## config.mk

```make
export PLATFORM = sky130hd
export DESIGN_NAME = aeif_top
export DESIGN_NICKNAME = d
export VERILOG_FILES = /design/src/design/aeif_pkg.sv /design/src/design/aeif_regbus_if.sv /design/src/design/aeif_flag_cell.sv /design/src/design/aeif_apb.sv /design/src/design/aeif_top.sv
export SDC_FILE = /design/constraint.sdc
export NUM_CORES = 1
export LEC_CHECK = 0
export BUFFER_PORTS_ARGS = -buffer_cell sky130_fd_sc_hd__buf_2
export CAP_MARGIN = 40
export CORE_ASPECT_RATIO = 0.9
export CORE_MARGIN = 2
export CORE_UTILIZATION = 40
export DETAILED_ROUTE_END_ITERATION = 10
export GPL_TIMING_DRIVEN = 0
export PLACE_DENSITY_LB_ADDON = 0.1
export SETUP_SLACK_MARGIN = 0.4
export SLEW_MARGIN = 20
export SYNTH_ARGS = -nofsm -noshare
export SYNTH_HDL_FRONTEND = slang
export SYNTH_SLANG_ARGS = --single-unit
```

## constraint.sdc

```tcl
create_clock -name pclk -period 1.6 [get_ports pclk]
set_input_delay 0.24 -clock pclk [delete_from_list [all_inputs] [get_ports pclk]]
set_output_delay 0.24 -clock pclk [all_outputs]
set_load 0.01 [all_outputs]
```

## src/design/aeif_pkg.sv

```systemverilog
/*
  Constants, register map and types of the converter error/interrupt flag block.
  Assumes a 32-bit APB with one aligned word per register.
*/
package aeif_pkg;

  // ----------------------------------------------------------------
  // Register indices (byte address is index shifted left)
  // ----------------------------------------------------------------
  localparam logic [7:0] EIE_IDX = 8'h06;
  localparam logic [7:0] IE_IDX = 8'h07;
  localparam logic [7:0] EIF_IDX = 8'h08;
  localparam int ADDR_SHIFT = 2;

  // ----------------------------------------------------------------
  // Bit positions
  // ----------------------------------------------------------------
  localparam int BAD_ACCESS_BIT = 7;
  localparam int BAD_COMMAND_BIT = 6;
  localparam int LIST_END_BIT = 5;
  localparam int TRIGGER_BIT = 3;
  localparam int RESTART_REQ_BIT = 2;
  localparam int LOAD_OK_BIT = 1;
  localparam int ABORT_DONE_BIT = 7;
  localparam int OVERRUN_BIT = 6;

  // ----------------------------------------------------------------
  // Masks and reset values
  // ----------------------------------------------------------------
  localparam logic [7:0] EIE_MASK = 8'hEE;
  localparam logic [7:0] IE_MASK = 8'hC0;
  localparam logic [7:0] EIF_IMPL_MASK = 8'hEE;
  localparam logic [7:0] EIF_SW_MASK = 8'h06;
  localparam logic [7:0] SEVERE_MASK = 8'hE8;
  localparam logic [7:0] REG_RESET = 8'h00;
  localparam logic [7:0] FORMAT_RSVD_DEFAULT = 8'hE0;

  // ----------------------------------------------------------------
  // Types
  // ----------------------------------------------------------------
  typedef enum logic {SEQ_IDLE, SEQ_RUNNING} aeif_seq_t;

endpackage

```

## src/design/aeif_regbus_if.sv

```systemverilog
/*
  Internal register-access carrier between the APB slave and the flag core.
  Assumes both ends run on the same clock.
*/
`timescale 1ns/10ps
interface aeif_regbus_if;
  logic wr_eie;
  logic wr_ie;
  logic wr_eif;
  logic [7:0] wdata;
  logic [7:0] eie;
  logic [7:0] ie;
  logic [7:0] eif;
  modport bus (output wr_eie, output wr_ie, output wr_eif, output wdata,
               input eie, input ie, input eif);
  modport core (input wr_eie, input wr_ie, input wr_eif, input wdata,
                output eie, output ie, output eif);
endinterface

```

## src/design/aeif_flag_cell.sv

```systemverilog
/*
  One sticky error flag: hardware set, optional write-one clear, forced clear.
  Assumes clear inputs are already qualified by the caller.
*/
`timescale 1ns/10ps
module aeif_flag_cell #(
  parameter bit SW_CLEARABLE = 1'b0
) (
  // Clock and reset
  input wire logic pclk,
  input wire logic presetn,
  input wire logic clk_en,
  // Control
  input wire logic set,
  input wire logic sw_clr,
  input wire logic hw_clr,
  // Flag
  output logic flag
);
  logic flag_next;
  // Forced clear first, then set over software clear
  assign flag_next = hw_clr ? 1'b0 :
                     set ? 1'b1 :
                     (SW_CLEARABLE && sw_clr) ? 1'b0 : flag;
  always_ff @(posedge pclk or negedge presetn) begin
    if (!presetn) begin
      flag <= 1'b0;
    end else if (clk_en) begin
      flag <= flag_next;
    end
  end
endmodule // aeif_flag_cell

```

## src/design/aeif_apb.sv

```systemverilog
/*
  APB slave for the three byte-wide registers.
  Assumes pclk domain; data sit in the low byte of each word.
*/
`timescale 1ns/10ps
module aeif_apb #(
  parameter int ADDR_W = 8
) (
  // Clock and reset
  input wire logic pclk,
  input wire logic presetn,
  input wire logic clk_en,
  // APB
  input wire logic psel,
  input wire logic penable,
  input wire logic pwrite,
  input wire logic [ADDR_W-1:0] paddr,
  input wire logic [31:0] pwdata,
  output logic [31:0] prdata,
  output logic pready,
  output logic pslverr,
  // Register side
  aeif_regbus_if.bus rb
);
  localparam logic [ADDR_W-1:0] EIE_ADDR = ADDR_W'(aeif_pkg::EIE_IDX) << aeif_pkg::ADDR_SHIFT;
  localparam logic [ADDR_W-1:0] IE_ADDR = ADDR_W'(aeif_pkg::IE_IDX) << aeif_pkg::ADDR_SHIFT;
  localparam logic [ADDR_W-1:0] EIF_ADDR = ADDR_W'(aeif_pkg::EIF_IDX) << aeif_pkg::ADDR_SHIFT;

  logic rd_valid_reg;
  logic hit_eie;
  logic hit_ie;
  logic hit_eif;
  logic mapped;
  logic access_done;
  logic [7:0] rd_sel;

  assign hit_eie = (paddr == EIE_ADDR);
  assign hit_ie = (paddr == IE_ADDR);
  assign hit_eif = (paddr == EIF_ADDR);
  assign mapped = hit_eie | hit_ie | hit_eif;
  // Read data must have been sampled once before the access completes
  assign pready = psel & penable & clk_en & rd_valid_reg;
  assign pslverr = pready & ~mapped;
  assign access_done = pready & pwrite & mapped;
  assign rb.wr_eie = access_done & hit_eie;
  assign rb.wr_ie = access_done & hit_ie;
  assign rb.wr_eif = access_done & hit_eif;
  assign rb.wdata = pwdata[7:0];
  assign rd_sel = hit_eie ? rb.eie : hit_ie ? rb.ie : hit_eif ? rb.eif : 8'h00;

  always_ff @(posedge pclk or negedge presetn) begin
    if (!presetn) begin
      prdata <= 32'h0000_0000;
      rd_valid_reg <= 1'b0;
    end else if (clk_en) begin
      prdata <= {24'h00_0000, rd_sel};
      rd_valid_reg <= psel & ~pready;
    end
  end
endmodule // aeif_apb

```

## src/design/aeif_top.sv

```systemverilog
/*
  Error/interrupt enable and error flag logic of a list-driven converter.
  Assumes event inputs are single-cycle pulses synchronous to pclk.
*/
// Implementation choice: the APB register port.
`timescale 1ns/10ps
module aeif_top #(
  parameter int ADDR_W = 8,
  parameter logic [7:0] FORMAT_RSVD = aeif_pkg::FORMAT_RSVD_DEFAULT
) (
  // Clock, reset, enable
  input wire logic pclk,
  input wire logic presetn,
  input wire logic clk_en,
  // APB
  input wire logic psel,
  input wire logic penable,
  input wire logic pwrite,
  input wire logic [ADDR_W-1:0] paddr,
  input wire logic [31:0] pwdata,
  output logic [31:0] prdata,
  output logic pready,
  output logic pslverr,
  // Converter control
  input wire logic module_enable,
  input wire logic soft_reset,
  input wire logic restart_mode,
  input wire logic single_buffer_mode,
  // Severe error events
  input wire logic result_store_fault,
  input wire logic cmd_fetch_outside,
  input wire logic cmd_load,
  input wire logic cmd_reserved_bits,
  input wire logic [2:0] result_format_select,
  input wire logic list_end_missing,
  input wire logic trigger_fault,
  // Flow control events
  input wire logic trigger_event,
  input wire logic restart_req,
  input wire logic list_end_done,
  input wire logic list_aborted,
  input wire logic alt_list_loaded,
  input wire logic abort_active,
  input wire logic abort_req,
  // Normal interrupt flags from outside
  input wire logic abort_done_flag,
  input wire logic complete_flag_overrun,
  // Results
  output logic conv_halt,
  output logic err_irq,
  output logic norm_irq
);

  // ----------------------------------------------------------------
  // Register access
  // ----------------------------------------------------------------
  aeif_regbus_if rb ();

  aeif_apb #(.ADDR_W(ADDR_W)) u_apb (
    .pclk(pclk),
    .presetn(presetn),
    .clk_en(clk_en),
    .psel(psel),
    .penable(penable),
    .pwrite(pwrite),
    .paddr(paddr),
    .pwdata(pwdata),
    .prdata(prdata),
    .pready(pready),
    .pslverr(pslverr),
    .rb(rb.bus)
  );

  // ----------------------------------------------------------------
  // Enable registers
  // ----------------------------------------------------------------
  logic [7:0] error_irq_enable_reg;
  logic [7:0] error_irq_enable_next;
  logic [7:0] irq_enable_reg;
  logic [7:0] irq_enable_next;

  assign error_irq_enable_next = rb.wr_eie ? (rb.wdata & aeif_pkg::EIE_MASK)
                                           : error_irq_enable_reg;
  assign irq_enable_next = rb.wr_ie ? (rb.wdata & aeif_pkg::IE_MASK) : irq_enable_reg;

  always_ff @(posedge pclk or negedge presetn) begin
    if (!presetn) begin
      error_irq_enable_reg <= aeif_pkg::REG_RESET;
      irq_enable_reg <= aeif_pkg::REG_RESET;
    end else if (clk_en) begin
      error_irq_enable_reg <= error_irq_enable_next;
      irq_enable_reg <= irq_enable_next;
    end
  end

  // ----------------------------------------------------------------
  // Sequence tracking
  // ----------------------------------------------------------------
  aeif_pkg::aeif_seq_t seq_reg;
  aeif_pkg::aeif_seq_t seq_next;
  logic first_restart_seen_reg;
  logic block_clear;

  assign block_clear = ~module_enable | soft_reset;

  always_comb begin
    seq_next = seq_reg;
    case (seq_reg)
      aeif_pkg::SEQ_IDLE: begin
        if (trigger_event) begin
          seq_next = aeif_pkg::SEQ_RUNNING;
        end
      end
      aeif_pkg::SEQ_RUNNING: begin
        if (list_end_done || list_aborted || abort_req) begin
          seq_next = aeif_pkg::SEQ_IDLE;
        end
      end
      default: begin
        seq_next = aeif_pkg::SEQ_IDLE;
      end
    endcase
    if (block_clear) begin
      seq_next = aeif_pkg::SEQ_IDLE;
    end
  end

  always_ff @(posedge pclk or negedge presetn) begin
    if (!presetn) begin
      seq_reg <= aeif_pkg::SEQ_IDLE;
      first_restart_seen_reg <= 1'b0;
    end else if (clk_en) begin
      seq_reg <= seq_next;
      first_restart_seen_reg <= ~block_clear & (first_restart_seen_reg | restart_req);
    end
  end

  // ----------------------------------------------------------------
  // Flag set and clear terms
  // ----------------------------------------------------------------
  logic [7:0] flag_set;
  logic [7:0] flag_sw_clr;
  logic [7:0] error_flags;
  logic format_reserved;
  logic restart_err;
  logic load_ok_err;

  assign format_reserved = FORMAT_RSVD[result_format_select];
  assign restart_err = restart_req & (seq_reg == aeif_pkg::SEQ_RUNNING)
                       & ~list_end_done & ~list_aborted & ~abort_req;
  assign load_ok_err = restart_req & restart_mode & ~alt_list_loaded & ~abort_active
                       & ~abort_req & first_restart_seen_reg & ~single_buffer_mode;

  always_comb begin
    flag_set = 8'h00;
    flag_set[aeif_pkg::BAD_ACCESS_BIT] = result_store_fault | cmd_fetch_outside;
    flag_set[aeif_pkg::BAD_COMMAND_BIT] = cmd_load & (cmd_reserved_bits | format_reserved);
    flag_set[aeif_pkg::LIST_END_BIT] = list_end_missing;
    flag_set[aeif_pkg::TRIGGER_BIT] = trigger_fault;
    flag_set[aeif_pkg::RESTART_REQ_BIT] = restart_err;
    flag_set[aeif_pkg::LOAD_OK_BIT] = load_ok_err;
  end

  // Only restart and load-ok positions accept write-one clear
  assign flag_sw_clr = rb.wr_eif ? (rb.wdata & aeif_pkg::EIF_SW_MASK) : 8'h00;

  // ----------------------------------------------------------------
  // Flag cells
  // ----------------------------------------------------------------
  genvar gi;
  generate
    for (gi = 0; gi < 8; gi++) begin : g_flag
      if (aeif_pkg::EIF_IMPL_MASK[gi]) begin : g_cell
        aeif_flag_cell #(.SW_CLEARABLE(aeif_pkg::EIF_SW_MASK[gi])) u_cell (
          .pclk(pclk),
          .presetn(presetn),
          .clk_en(clk_en),
          .set(flag_set[gi]),
          .sw_clr(flag_sw_clr[gi]),
          .hw_clr(block_clear),
          .flag(error_flags[gi])
        );
      end else begin : g_none
        assign error_flags[gi] = 1'b0;
      end
    end
  endgenerate

  // ----------------------------------------------------------------
  // Outputs
  // ----------------------------------------------------------------
  assign rb.eie = error_irq_enable_reg;
  assign rb.ie = irq_enable_reg;
  assign rb.eif = error_flags;

  // Restart and load-ok flags are outside the halting mask
  assign conv_halt = |(error_flags & aeif_pkg::SEVERE_MASK);
  // Enable positions line up with flag positions
  assign err_irq = |(error_flags & error_irq_enable_reg);
  assign norm_irq = (abort_done_flag & irq_enable_reg[aeif_pkg::ABORT_DONE_BIT])
                  | (complete_flag_overrun & irq_enable_reg[aeif_pkg::OVERRUN_BIT]);
endmodule // aeif_top

```

==> results of run 1 <==
-- logic make-up after synthesis --
family,after synthesis
buffers and inverters,37
flip-flops,23
multiplexers,8
other,1
AO/OA/AOI/OAI,35
AND/OR/NAND/NOR,35
-- routing by layer --
layer / vias to the layer above / share of wire, % / GRT usage, %
met2: 54 / 47 / 26.70
met3: 2 / 7.6 / 5.133
li1: 624 / - / -
met1: 598 / 45 / 22.81
met4: 0 / 0.72 / 0.8929
met5: - / 0 / 0
-- path summary, 6_finish.rpt --
kind / endpoint / depth (start not counted) / slack, ps
setup / recovery: conv_halt / 2 / 60
hold / removal: error_irq_enable_reg[5]$_DFFE_PN0P_ / 2 / 210
setup reg to reg: irq_enable_reg[6]$_DFFE_PN0P_ / 4 / 240
hold reg to reg: first_restart_seen_reg$_DFFE_PN0P_ / 2 / 520
max in group asynchronous: g_flag[6].g_cell.u_cell.flag$_DFFE_PN0P_ / 2 / 770
min in group asynchronous: irq_enable_reg[6]$_DFFE_PN0P_ / 2 / 480
-- area by class of cell --
| type | instances | area, um^2 |
|---|---|---|
| well taps | 44 | 55.05 |
| plain buffers | 29 | 217.7 |
| multi-input cells | 104 | 744.5 |
| flip-flops and latches | 23 | 575.6 |
| clock buffers | 4 | 45.04 |
| repair buffers | 65 | 370.4 |
| fillers | 304 | 1290 |
| inverters | 8 | 30.03 |
-- power by group through the flow --
stage / Clock (mW) / Combinational, mW / Sequential [mW]
final: 0.345 / 0.269 / 0.625
after global routing: 0.392 / 0.298 / 0.627
after global placement: 0 / 0.226 / 0.638
after CTS: 0.354 / 0.259 / 0.624
after floorplan: 0 / 0.135 / 0.636
after detailed placement: 0 / 0.229 / 0.639
-- cells in the mapped netlist (2+ instances only) --
library cell  instances  share of area, %
a31oi_1               2              0.91
nand2b_1              2              0.91
a21oi_1              15               5.5
nand2_1               3              0.82
mux2_1                2               1.6
mux2_4                6               6.6
nand3_1               3               1.1
o21ai_1               2              0.73
and2_1                2              0.91
a22oi_1               7               3.8
clkbuf_1              2              0.55
dfrtp_1              23                42
inv_1                 8               2.2
o32ai_1               2               1.3
buf_4                26                14
or4b_1                2               1.5
o21ai_0               4               1.5
nor4b_1               2               1.3
nor2_1               10               2.7
-- repair_timing --
action,in CTS,in global routing
hold buffers,1,0
endpoints found under the setup margin,21,21
pin swaps,12,2
endpoints found under the hold margin,23,0
gates cloned,0,0
gates resized for setup,20,4
setup buffers,9,3
-- worst reg2reg max path, delay by kind of cell (launching register included) --
| family | cells | cell delay [ps] |
|---|---|---|
| mux | 1 | 290 |
| simple gates | 3 | 620 |
| flops | 1 | 340 |
-- per-stage QoR --
step           setup TNS [ps]  std cells  util (%)  hold slack [ps]
6_report                    0        277     61.24            211.8
5_1_grt                     0        277     61.24            206.1
4_1_cts                     0        274     60.11            210.2
3_5_place_dp            -2669        260     53.68            238.7
3_3_place_gp            -2598        260     53.68            242.5
2_1_floorplan          -638.3        164         -           -55.59
==> flow_metrics.env, run 1 <==
export IMPL_post_synth_edffs=0
export IMPL_muxShareOfSynthArea_pct=8.219
export IMPL_timing_hold_worst_class="primary input to flop"
export IMPL_avgRoutedWirePerCell_um=12.01
export IMPL_cp_end_kind="primary output"
export IMPL_postSynthRegisterBits=23
export IMPL_grt_start_max_net_pins=24
export IMPL_synthesis_area_per_instance_um2=9.857
export IMPL_layout_cells_most_common_list="buf_2 (51), buf_4 (37), conb_1 (26)"
export IMPL_p_sw_share_pct=25.84
export IMPL_slew_viol_final=0
export IMPL_hpwlAfterDp_mm=2.398
export IMPL_inserted_clock_buffers=3
export IMPL_cp_slowest_cell="or4_1"
export IMPL_synth_compound_area_share_pct=15.62
export IMPL_clock_tree_root_cell="clkbuf_8"
export IMPL_vias=1278
export IMPL_timing_critical_path_buf_inv=1
export IMPL_report_final_hold_viol_count=0
export IMPL_max_slew_margin_pct=65.85
export IMPL_ctsHtreeMaxLevel=1
export IMPL_dieHeight_um=59.52
export IMPL_internal_power_mw=0.9184
export IMPL_synth_sequential_area_ratio_pct=42.01
export IMPL_initial_core_utilization_pct=41.17
export IMPL_cp_data_required_time_ps=1360
export IMPL_combinationalPowerShare_pct=21.7
export IMPL_placeable_core_area_um2=3328
export IMPL_drt_antenna_violating_nets=0
export IMPL_maxClockFrequency_ghz=0.6479
export IMPL_via_count_of_the_first_global_routing_pass=1087
export IMPL_worst_path_largest_cell_delay_ps=470
export IMPL_worst_setup_path_type="flop to primary output"
export IMPL_max_cap_viol_count=0
export IMPL_synth_cells=139
export IMPL_drcViolationCount=0
export IMPL_die_x_um=65.69
export IMPL_drt_total_wl_mm=3.326
export IMPL_nNetsFinal=302
export IMPL_worstHoldStart="pwdata[5]"
export IMPL_drt_iter0_drc=26
export IMPL_rsz0062_at_grt="true"
export IMPL_least_margin_pin_slew_ps=512.3
export IMPL_globalplace_congestion=0.7912
export IMPL_yosys_area_share_adder_pct=0
export IMPL_clockPowerShare_pct=27.8
export IMPL_cpLargestDelayFamily="simple AND/OR/NAND/NOR gates"
export IMPL_mostFrequentLayoutCell="buf_2"
export IMPL_synth_warnings=0
export IMPL_design_die_area_um2=3910
export IMPL_worst_setup_hold_path_clk_slew_ps=70
export IMPL_grt_antenna_before_repair=0
export IMPL_synthToLayoutAreaGrowth_pct=48.77
export IMPL_synth_async_reset_ratio_pct=100.0
export IMPL_detailed_place_area_um2=1787
export IMPL_placement_setup_worst_slack_ps=-277.4
export IMPL_tritoncts="done"
export IMPL_finalPower_mw=1.238
export IMPL_clock_insertion_delay_worst_skew_ps=260
export IMPL_final_setup_skew_ps=0.9967
export IMPL_power_density_nw_per_um2=607.6
export IMPL_vias_per_cell=4.614
export IMPL_path_cells="or4_1 -> buf_2"
export IMPL_syn_cell_area_um2=1370
export IMPL_crit_path_start_kind="flop"
export IMPL_grt_first_pass_wirelength_mm=4.905
export IMPL_layout_min_cycle_time_ps=1543
export IMPL_clock_sink_count=23
export IMPL_post_route_cell_area_um2=2038
export IMPL_power_share_sequential_pct=50.5
export IMPL_worst_ir_drop_vdd_mv=0.4129
export IMPL_buffer_ports_inserted=52
export IMPL_rr_startpoint="u_apb.rd_valid_reg$_DFFE_PN0P_"
export IMPL_cp_startpoint="g_flag[3].g_cell.u_cell.flag$_DFFE_PN0P_"
export IMPL_p_leak_nw=1.078
export IMPL_status="finished clean"
export IMPL_layout_setup_ws_ps=56.50
export IMPL_cp_max_fo=4
export IMPL_synth_simple_gate_area_share_pct=16.07
export IMPL_critical_path_arrival_ps=1300
export IMPL_timing_final_setup_violations=0
export IMPL_clock_tree_buffer_depth=2
export IMPL_drt_pass1_iterations=4
export IMPL_total_switching_power_mw=0.3200
export IMPL_synth_main_ff_cell="dfrtp_1"
export IMPL_layout_drive_gt1_share_pct=53.22
export IMPL_io_pins=105
export IMPL_grt_overflow=0
export IMPL_combinational_family_with_the_most_area_after_synthesis="buffers and inverters"
export IMPL_std_cell_rows=20
export IMPL_post_synth_xor_area_fraction_pct=0
export IMPL_finalCritPeriodShare_pct=96.47
export IMPL_track_usage_pct=16.46
export IMPL_antenna_cells=0
export IMPL_synth_distinct_cells=35
(Power assumes the default switching activity.)
==> run 2: changes to the inputs <==
clock period = 1.7 ns   (was 1.6 ns; I/O delays follow)
==> flow_metrics.env, run 2 (synthesized netlist as in run 1, its figures left out) <==
export IMPL_cp_end_kind="primary output"
export IMPL_cp_data_required_time_ps=1440
export IMPL_finalCritPeriodShare_pct=92.30
export IMPL_finalPower_mw=1.168
export IMPL_p_leak_nw=1.073
export IMPL_grt_start_max_net_pins=24
export IMPL_rsz0062_at_grt="true"
export IMPL_synthToLayoutAreaGrowth_pct=48.86
export IMPL_placeable_core_area_um2=3328
export IMPL_fin_hold_ws_ps=227.5
export IMPL_detailed_place_area_um2=1787
export IMPL_placed_cells=260
export IMPL_layout_drive_gt1_share_pct=52.81
export IMPL_initial_core_utilization_pct=41.17
export IMPL_drt_pass1_iterations=4
export IMPL_worst_ir_drop_vdd_mv=0.3912
export IMPL_std_cell_rows=20
export IMPL_r2r_end="irq_enable_reg[6]$_DFFE_PN0P_"
export IMPL_grt_antenna_before_repair=0
export IMPL_total_switching_power_mw=0.3018
export IMPL_track_usage_pct=16.14
export IMPL_power_density_nw_per_um2=572.8
export IMPL_vias=1257
export IMPL_hpwlAfterDp_mm=2.398
export IMPL_worst_r2r_cell_count=4
export IMPL_slew_viol_final=0
export IMPL_least_margin_pin_slew_ps=516.2
export IMPL_drt_iter0_drc=21
export IMPL_ctsHtreeMaxLevel=1
export IMPL_grt_overflow=0
export IMPL_fin_tns_setup_ps=0
export IMPL_worstHoldStart="pwdata[5]"
export IMPL_antenna_cells=0
export IMPL_inserted_clock_buffers=3
export IMPL_hold_path_cell_count=2
export IMPL_drt_total_wl_mm=3.341
export IMPL_max_cap_viol_count=0
export IMPL_clock_tree_root_cell="clkbuf_8"
export IMPL_maxClockFrequency_ghz=0.6373
export IMPL_layout_min_cycle_time_ps=1569
export IMPL_status="finished clean"
export IMPL_p_sw_share_pct=25.84
export IMPL_r2r_setup_slk_ps=310
export IMPL_finish_cell_count_without_fillers=275
export IMPL_vias_per_cell=4.571
export IMPL_clock_sink_count=23
export IMPL_globalplace_congestion=0.7912
export IMPL_crit_path_start_kind="flop"
export IMPL_cp_max_fo=2
export IMPL_critical_path_arrival_ps=1310
export IMPL_io_pins=105
export IMPL_tritoncts="done"
export IMPL_avgRoutedWirePerCell_um=12.15
export IMPL_timing_hold_worst_class="primary input to flop"
export IMPL_drt_antenna_violating_nets=0
export IMPL_design_die_area_um2=3910
export IMPL_worst_setup_hold_path_clk_slew_ps=70
export IMPL_max_slew_margin_pct=65.59
export IMPL_report_final_hold_viol_count=0
export IMPL_clock_tree_buffer_depth=2
export IMPL_grt_first_pass_wirelength_mm=4.781
export IMPL_mostFrequentLayoutCell="buf_2"
export IMPL_combinationalPowerShare_pct=21.8
export IMPL_post_route_cell_area_um2=2039
export IMPL_clockPowerShare_pct=27.8
export IMPL_die_x_um=65.69
export IMPL_dieHeight_um=59.52
export IMPL_timing_final_setup_violations=0
export IMPL_drcViolationCount=0
export IMPL_internal_power_mw=0.8663
export IMPL_final_setup_skew_ps=1.143
export IMPL_nNetsFinal=300
export IMPL_holdPathEnd="error_irq_enable_reg[5]$_DFFE_PN0P_"
export IMPL_via_count_of_the_first_global_routing_pass=1056
export IMPL_power_share_sequential_pct=50.3
export IMPL_layout_cells_most_common_list="buf_2 (51), buf_4 (33), conb_1 (26)"
export IMPL_buffer_ports_inserted=52
export IMPL_worst_setup_path_type="flop to primary output"
export IMPL_clock_insertion_delay_worst_skew_ps=260
export IMPL_rr_startpoint="u_apb.rd_valid_reg$_DFFE_PN0P_"
## run 2: metal layers
| layer | GRT usage, % | part of all wire, % | wire length [um] | vias to the layer above |
|---|---|---|---|---|
| met4 | 1.488 | 0.57 | 19 | 0 |
| met2 | 25.11 | 47 | 1558 | 59 |
| met1 | 22.81 | 45 | 1493 | 574 |
| met3 | 5.323 | 8.1 | 269 | 2 |
| met5 | 0 | 0 | 0 | - |
| li1 | - | - | - | 622 |
## run 2: final cells by class
class / count / area (um^2)
fill: 301 / 1289
multi-input combinational: 104 / 744.5
sequential: 23 / 575.6
timing repair buffer: 63 / 371.6
buffer: 29 / 217.7
tap: 44 / 55.05
clock buffer: 4 / 45.04
inverter: 8 / 30.03
## run 2: what timing repair did
item,4_1_cts,5_1_grt
buffers inserted,5,5
setup endpoints to repair,19,21
gates resized for setup,20,5
hold buffers,1,0
endpoints found under the hold margin,23,0
pin swaps,11,4
## run 2: how the worst max path moves through the flow
stage,start,to,slack (ps),cells after the start
after global placement,paddr[1],error_irq_enable_reg[5]$_DFFE_PN0P_,-180,6
final,g_flag[5].g_cell.u_cell.flag$_DFFE_PN0P_,conv_halt,130,2
after floorplan,paddr[1],error_irq_enable_reg[1]$_DFFE_PN0P_,-10,5
after global routing,g_flag[5].g_cell.u_cell.flag$_DFFE_PN0P_,conv_halt,100,2
after detailed placement,paddr[1],error_irq_enable_reg[2]$_DFFE_PN0P_,-190,6
after CTS,g_flag[5].g_cell.u_cell.flag$_DFFE_PN0P_,conv_halt,140,2
## run 2: power groups by stage
stage | Clock, mW | Combinational [mW] | Sequential, mW
5_1_grt | 0.369 | 0.282 | 0.590
6_report | 0.325 | 0.255 | 0.588
3_5_place_dp | 0 | 0.216 | 0.601
4_1_cts | 0.333 | 0.239 | 0.588
2_1_floorplan | 0 | 0.128 | 0.598
3_3_place_gp | 0 | 0.212 | 0.601
## run 2: worst max-delay path, stage by stage, from the launching register on
cell	delay, ps
dfrtp_1	400
or4_1	500
buf_2	160
## run 2: metrics by stage
step,setup WS [ps],utilization [%]
floorplan,-11.85,-
global placement,-184.1,53.68
detailed placement,-192.4,53.68
CTS,139.0,59.21
global route,99.91,61.28
finish,131.0,61.28
==> run 3: changes to the inputs <==
clock period = 1.72 ns   (was 1.7 ns; I/O delays follow)
==> flow_metrics.env, run 3 (synthesized netlist as in run 1, its figures left out) <==
export IMPL_track_usage_pct=16.14
export IMPL_drt_antenna_violating_nets=0
export IMPL_worst_r2r_cell_count=4
export IMPL_finalCoreUtilization_pct=61.35
export IMPL_clock_sink_count=23
export IMPL_max_slew_margin_pct=65.28
export IMPL_worst_setup_hold_path_clk_slew_ps=70
export IMPL_grt_first_pass_wirelength_mm=4.781
export IMPL_drt_iter0_drc=20
export IMPL_report_final_hold_viol_count=0
export IMPL_hpwlAfterDp_mm=2.398
export IMPL_io_pins=105
export IMPL_nNetsFinal=299
export IMPL_drt_pass1_iterations=4
export IMPL_holdPathEnd="error_irq_enable_reg[5]$_DFFE_PN0P_"
export IMPL_initial_core_utilization_pct=41.17
export IMPL_cp_data_required_time_ps=1460
export IMPL_dieHeight_um=59.52
export IMPL_die_x_um=65.69
export IMPL_p_sw_share_pct=25.81
export IMPL_inserted_clock_buffers=3
export IMPL_clock_insertion_delay_worst_skew_ps=260
export IMPL_vias_per_cell=4.624
export IMPL_critical_path_arrival_ps=1310
export IMPL_std_cell_rows=20
export IMPL_layout_min_cycle_time_ps=1570
export IMPL_buffer_ports_inserted=52
export IMPL_final_setup_skew_ps=1.852
export IMPL_rr_startpoint="u_apb.rd_valid_reg$_DFFE_PN0P_"
export IMPL_globalplace_congestion=0.7912
export IMPL_slew_viol_final=0
export IMPL_fin_tns_setup_ps=0
export IMPL_hold_path_cell_count=2
export IMPL_detailed_place_area_um2=1787
export IMPL_grt_start_max_net_pins=24
export IMPL_mostFrequentLayoutCell="buf_2"
export IMPL_r2r_end="irq_enable_reg[6]$_DFFE_PN0P_"
export IMPL_layout_setup_ws_ps=150.3
export IMPL_placeable_core_area_um2=3328
export IMPL_total_switching_power_mw=0.2979
export IMPL_finalPower_mw=1.154
export IMPL_cp_end_kind="primary output"
export IMPL_clockPowerShare_pct=27.8
export IMPL_internal_power_mw=0.8563
export IMPL_placed_cells=260
export IMPL_p_leak_nw=1.075
export IMPL_ctsHtreeMaxLevel=1
export IMPL_power_density_nw_per_um2=565.2
export IMPL_layout_cells_most_common_list="buf_2 (51), buf_4 (32), conb_1 (26)"
export IMPL_drcViolationCount=0
export IMPL_vias=1267
export IMPL_fin_hold_ws_ps=229.4
export IMPL_combinationalPowerShare_pct=21.8
export IMPL_clock_tree_buffer_depth=2
export IMPL_grt_overflow=0
export IMPL_worstHoldStart="pwdata[5]"
export IMPL_power_share_sequential_pct=50.4
export IMPL_via_count_of_the_first_global_routing_pass=1054
export IMPL_avgRoutedWirePerCell_um=11.74
export IMPL_synthToLayoutAreaGrowth_pct=49.04
export IMPL_finish_cell_count_without_fillers=274
export IMPL_least_margin_pin_slew_ps=520.8
export IMPL_grt_antenna_before_repair=0
export IMPL_layout_drive_gt1_share_pct=53.48
export IMPL_r2r_setup_slk_ps=330
export IMPL_crit_path_start_kind="primary input"
export IMPL_cp_max_fo=6
export IMPL_status="finished clean"
export IMPL_clock_tree_root_cell="clkbuf_8"
export IMPL_drt_total_wl_mm=3.218
export IMPL_antenna_cells=0
export IMPL_timing_hold_worst_class="primary input to flop"
export IMPL_max_cap_viol_count=0
export IMPL_tritoncts="done"
export IMPL_maxClockFrequency_ghz=0.6370
export IMPL_timing_final_setup_violations=0
export IMPL_post_route_cell_area_um2=2042
export IMPL_placement_setup_worst_slack_ps=-175.4
export IMPL_rsz0062_at_grt="true"
export IMPL_worst_setup_path_type="primary input to primary output"
export IMPL_design_die_area_um2=3910
export IMPL_worst_ir_drop_vdd_mv=0.3871
export IMPL_finalCritPeriodShare_pct=91.26
## run 3: cell types whose count changed in the layout (fill, tap and decap cells not counted), sizes merged
cell,before,now
buf,89,88
## run 3: worst max-delay path by stage
| stage | from | endpoint |
|---|---|---|
| final | paddr[6] | pslverr |
| after global routing | g_flag[5].g_cell.u_cell.flag$_DFFE_PN0P_ | conv_halt |
| after CTS | g_flag[5].g_cell.u_cell.flag$_DFFE_PN0P_ | conv_halt |
| after detailed placement | paddr[1] | error_irq_enable_reg[2]$_DFFE_PN0P_ |
| after global placement | paddr[1] | error_irq_enable_reg[5]$_DFFE_PN0P_ |
| after floorplan | paddr[1] | error_irq_enable_reg[1]$_DFFE_PN0P_ |
## run 3: layout make-up
cell class	count	area (um^2)
Buffer	29	217.7
Clock buffer	4	45.04
Fill cell	299	1286
Inverter	8	30.03
Multi-Input combinational cell	104	754.5
Sequential cell	23	575.6
Tap cell	44	55.05
Timing Repair Buffer	62	364.1
## run 3: repair_timing
| action | CTS | global route |
|---|---|---|
| setup endpoints to repair | 19 | 20 |
| cloned | 0 | 0 |
| hold buffers | 1 | 0 |
| setup buffers | 5 | 4 |
| gates resized for setup | 20 | 7 |
| pin swaps | 10 | 3 |
| hold endpoints to repair | 23 | 0 |
## run 3: critical path, stage by stage
cell and delay (ps):
buf_6 90, or4_4 530, buf_8 160, a21oi_2 90, nor2b_1 50, buf_2 130
## run 3: layer usage
metal / global-route usage, % / part of all wire [%] / up-vias
met5: 0 / 0 / -
met1: 22.81 / 44 / 578
met3: 5.323 / 9.8 / 2
met2: 25.11 / 46 / 64
met4: 1.488 / 0.56 / 0
li1: - / - / 623
## run 3: power groups by stage
stage	combinational (mW)	clock [mW]	sequential, mW
3_5_place_dp	0.213	0	0.594
2_1_floorplan	0.126	0	0.592
5_1_grt	0.278	0.364	0.584
6_report	0.251	0.321	0.582
3_3_place_gp	0.210	0	0.594
4_1_cts	0.236	0.329	0.581
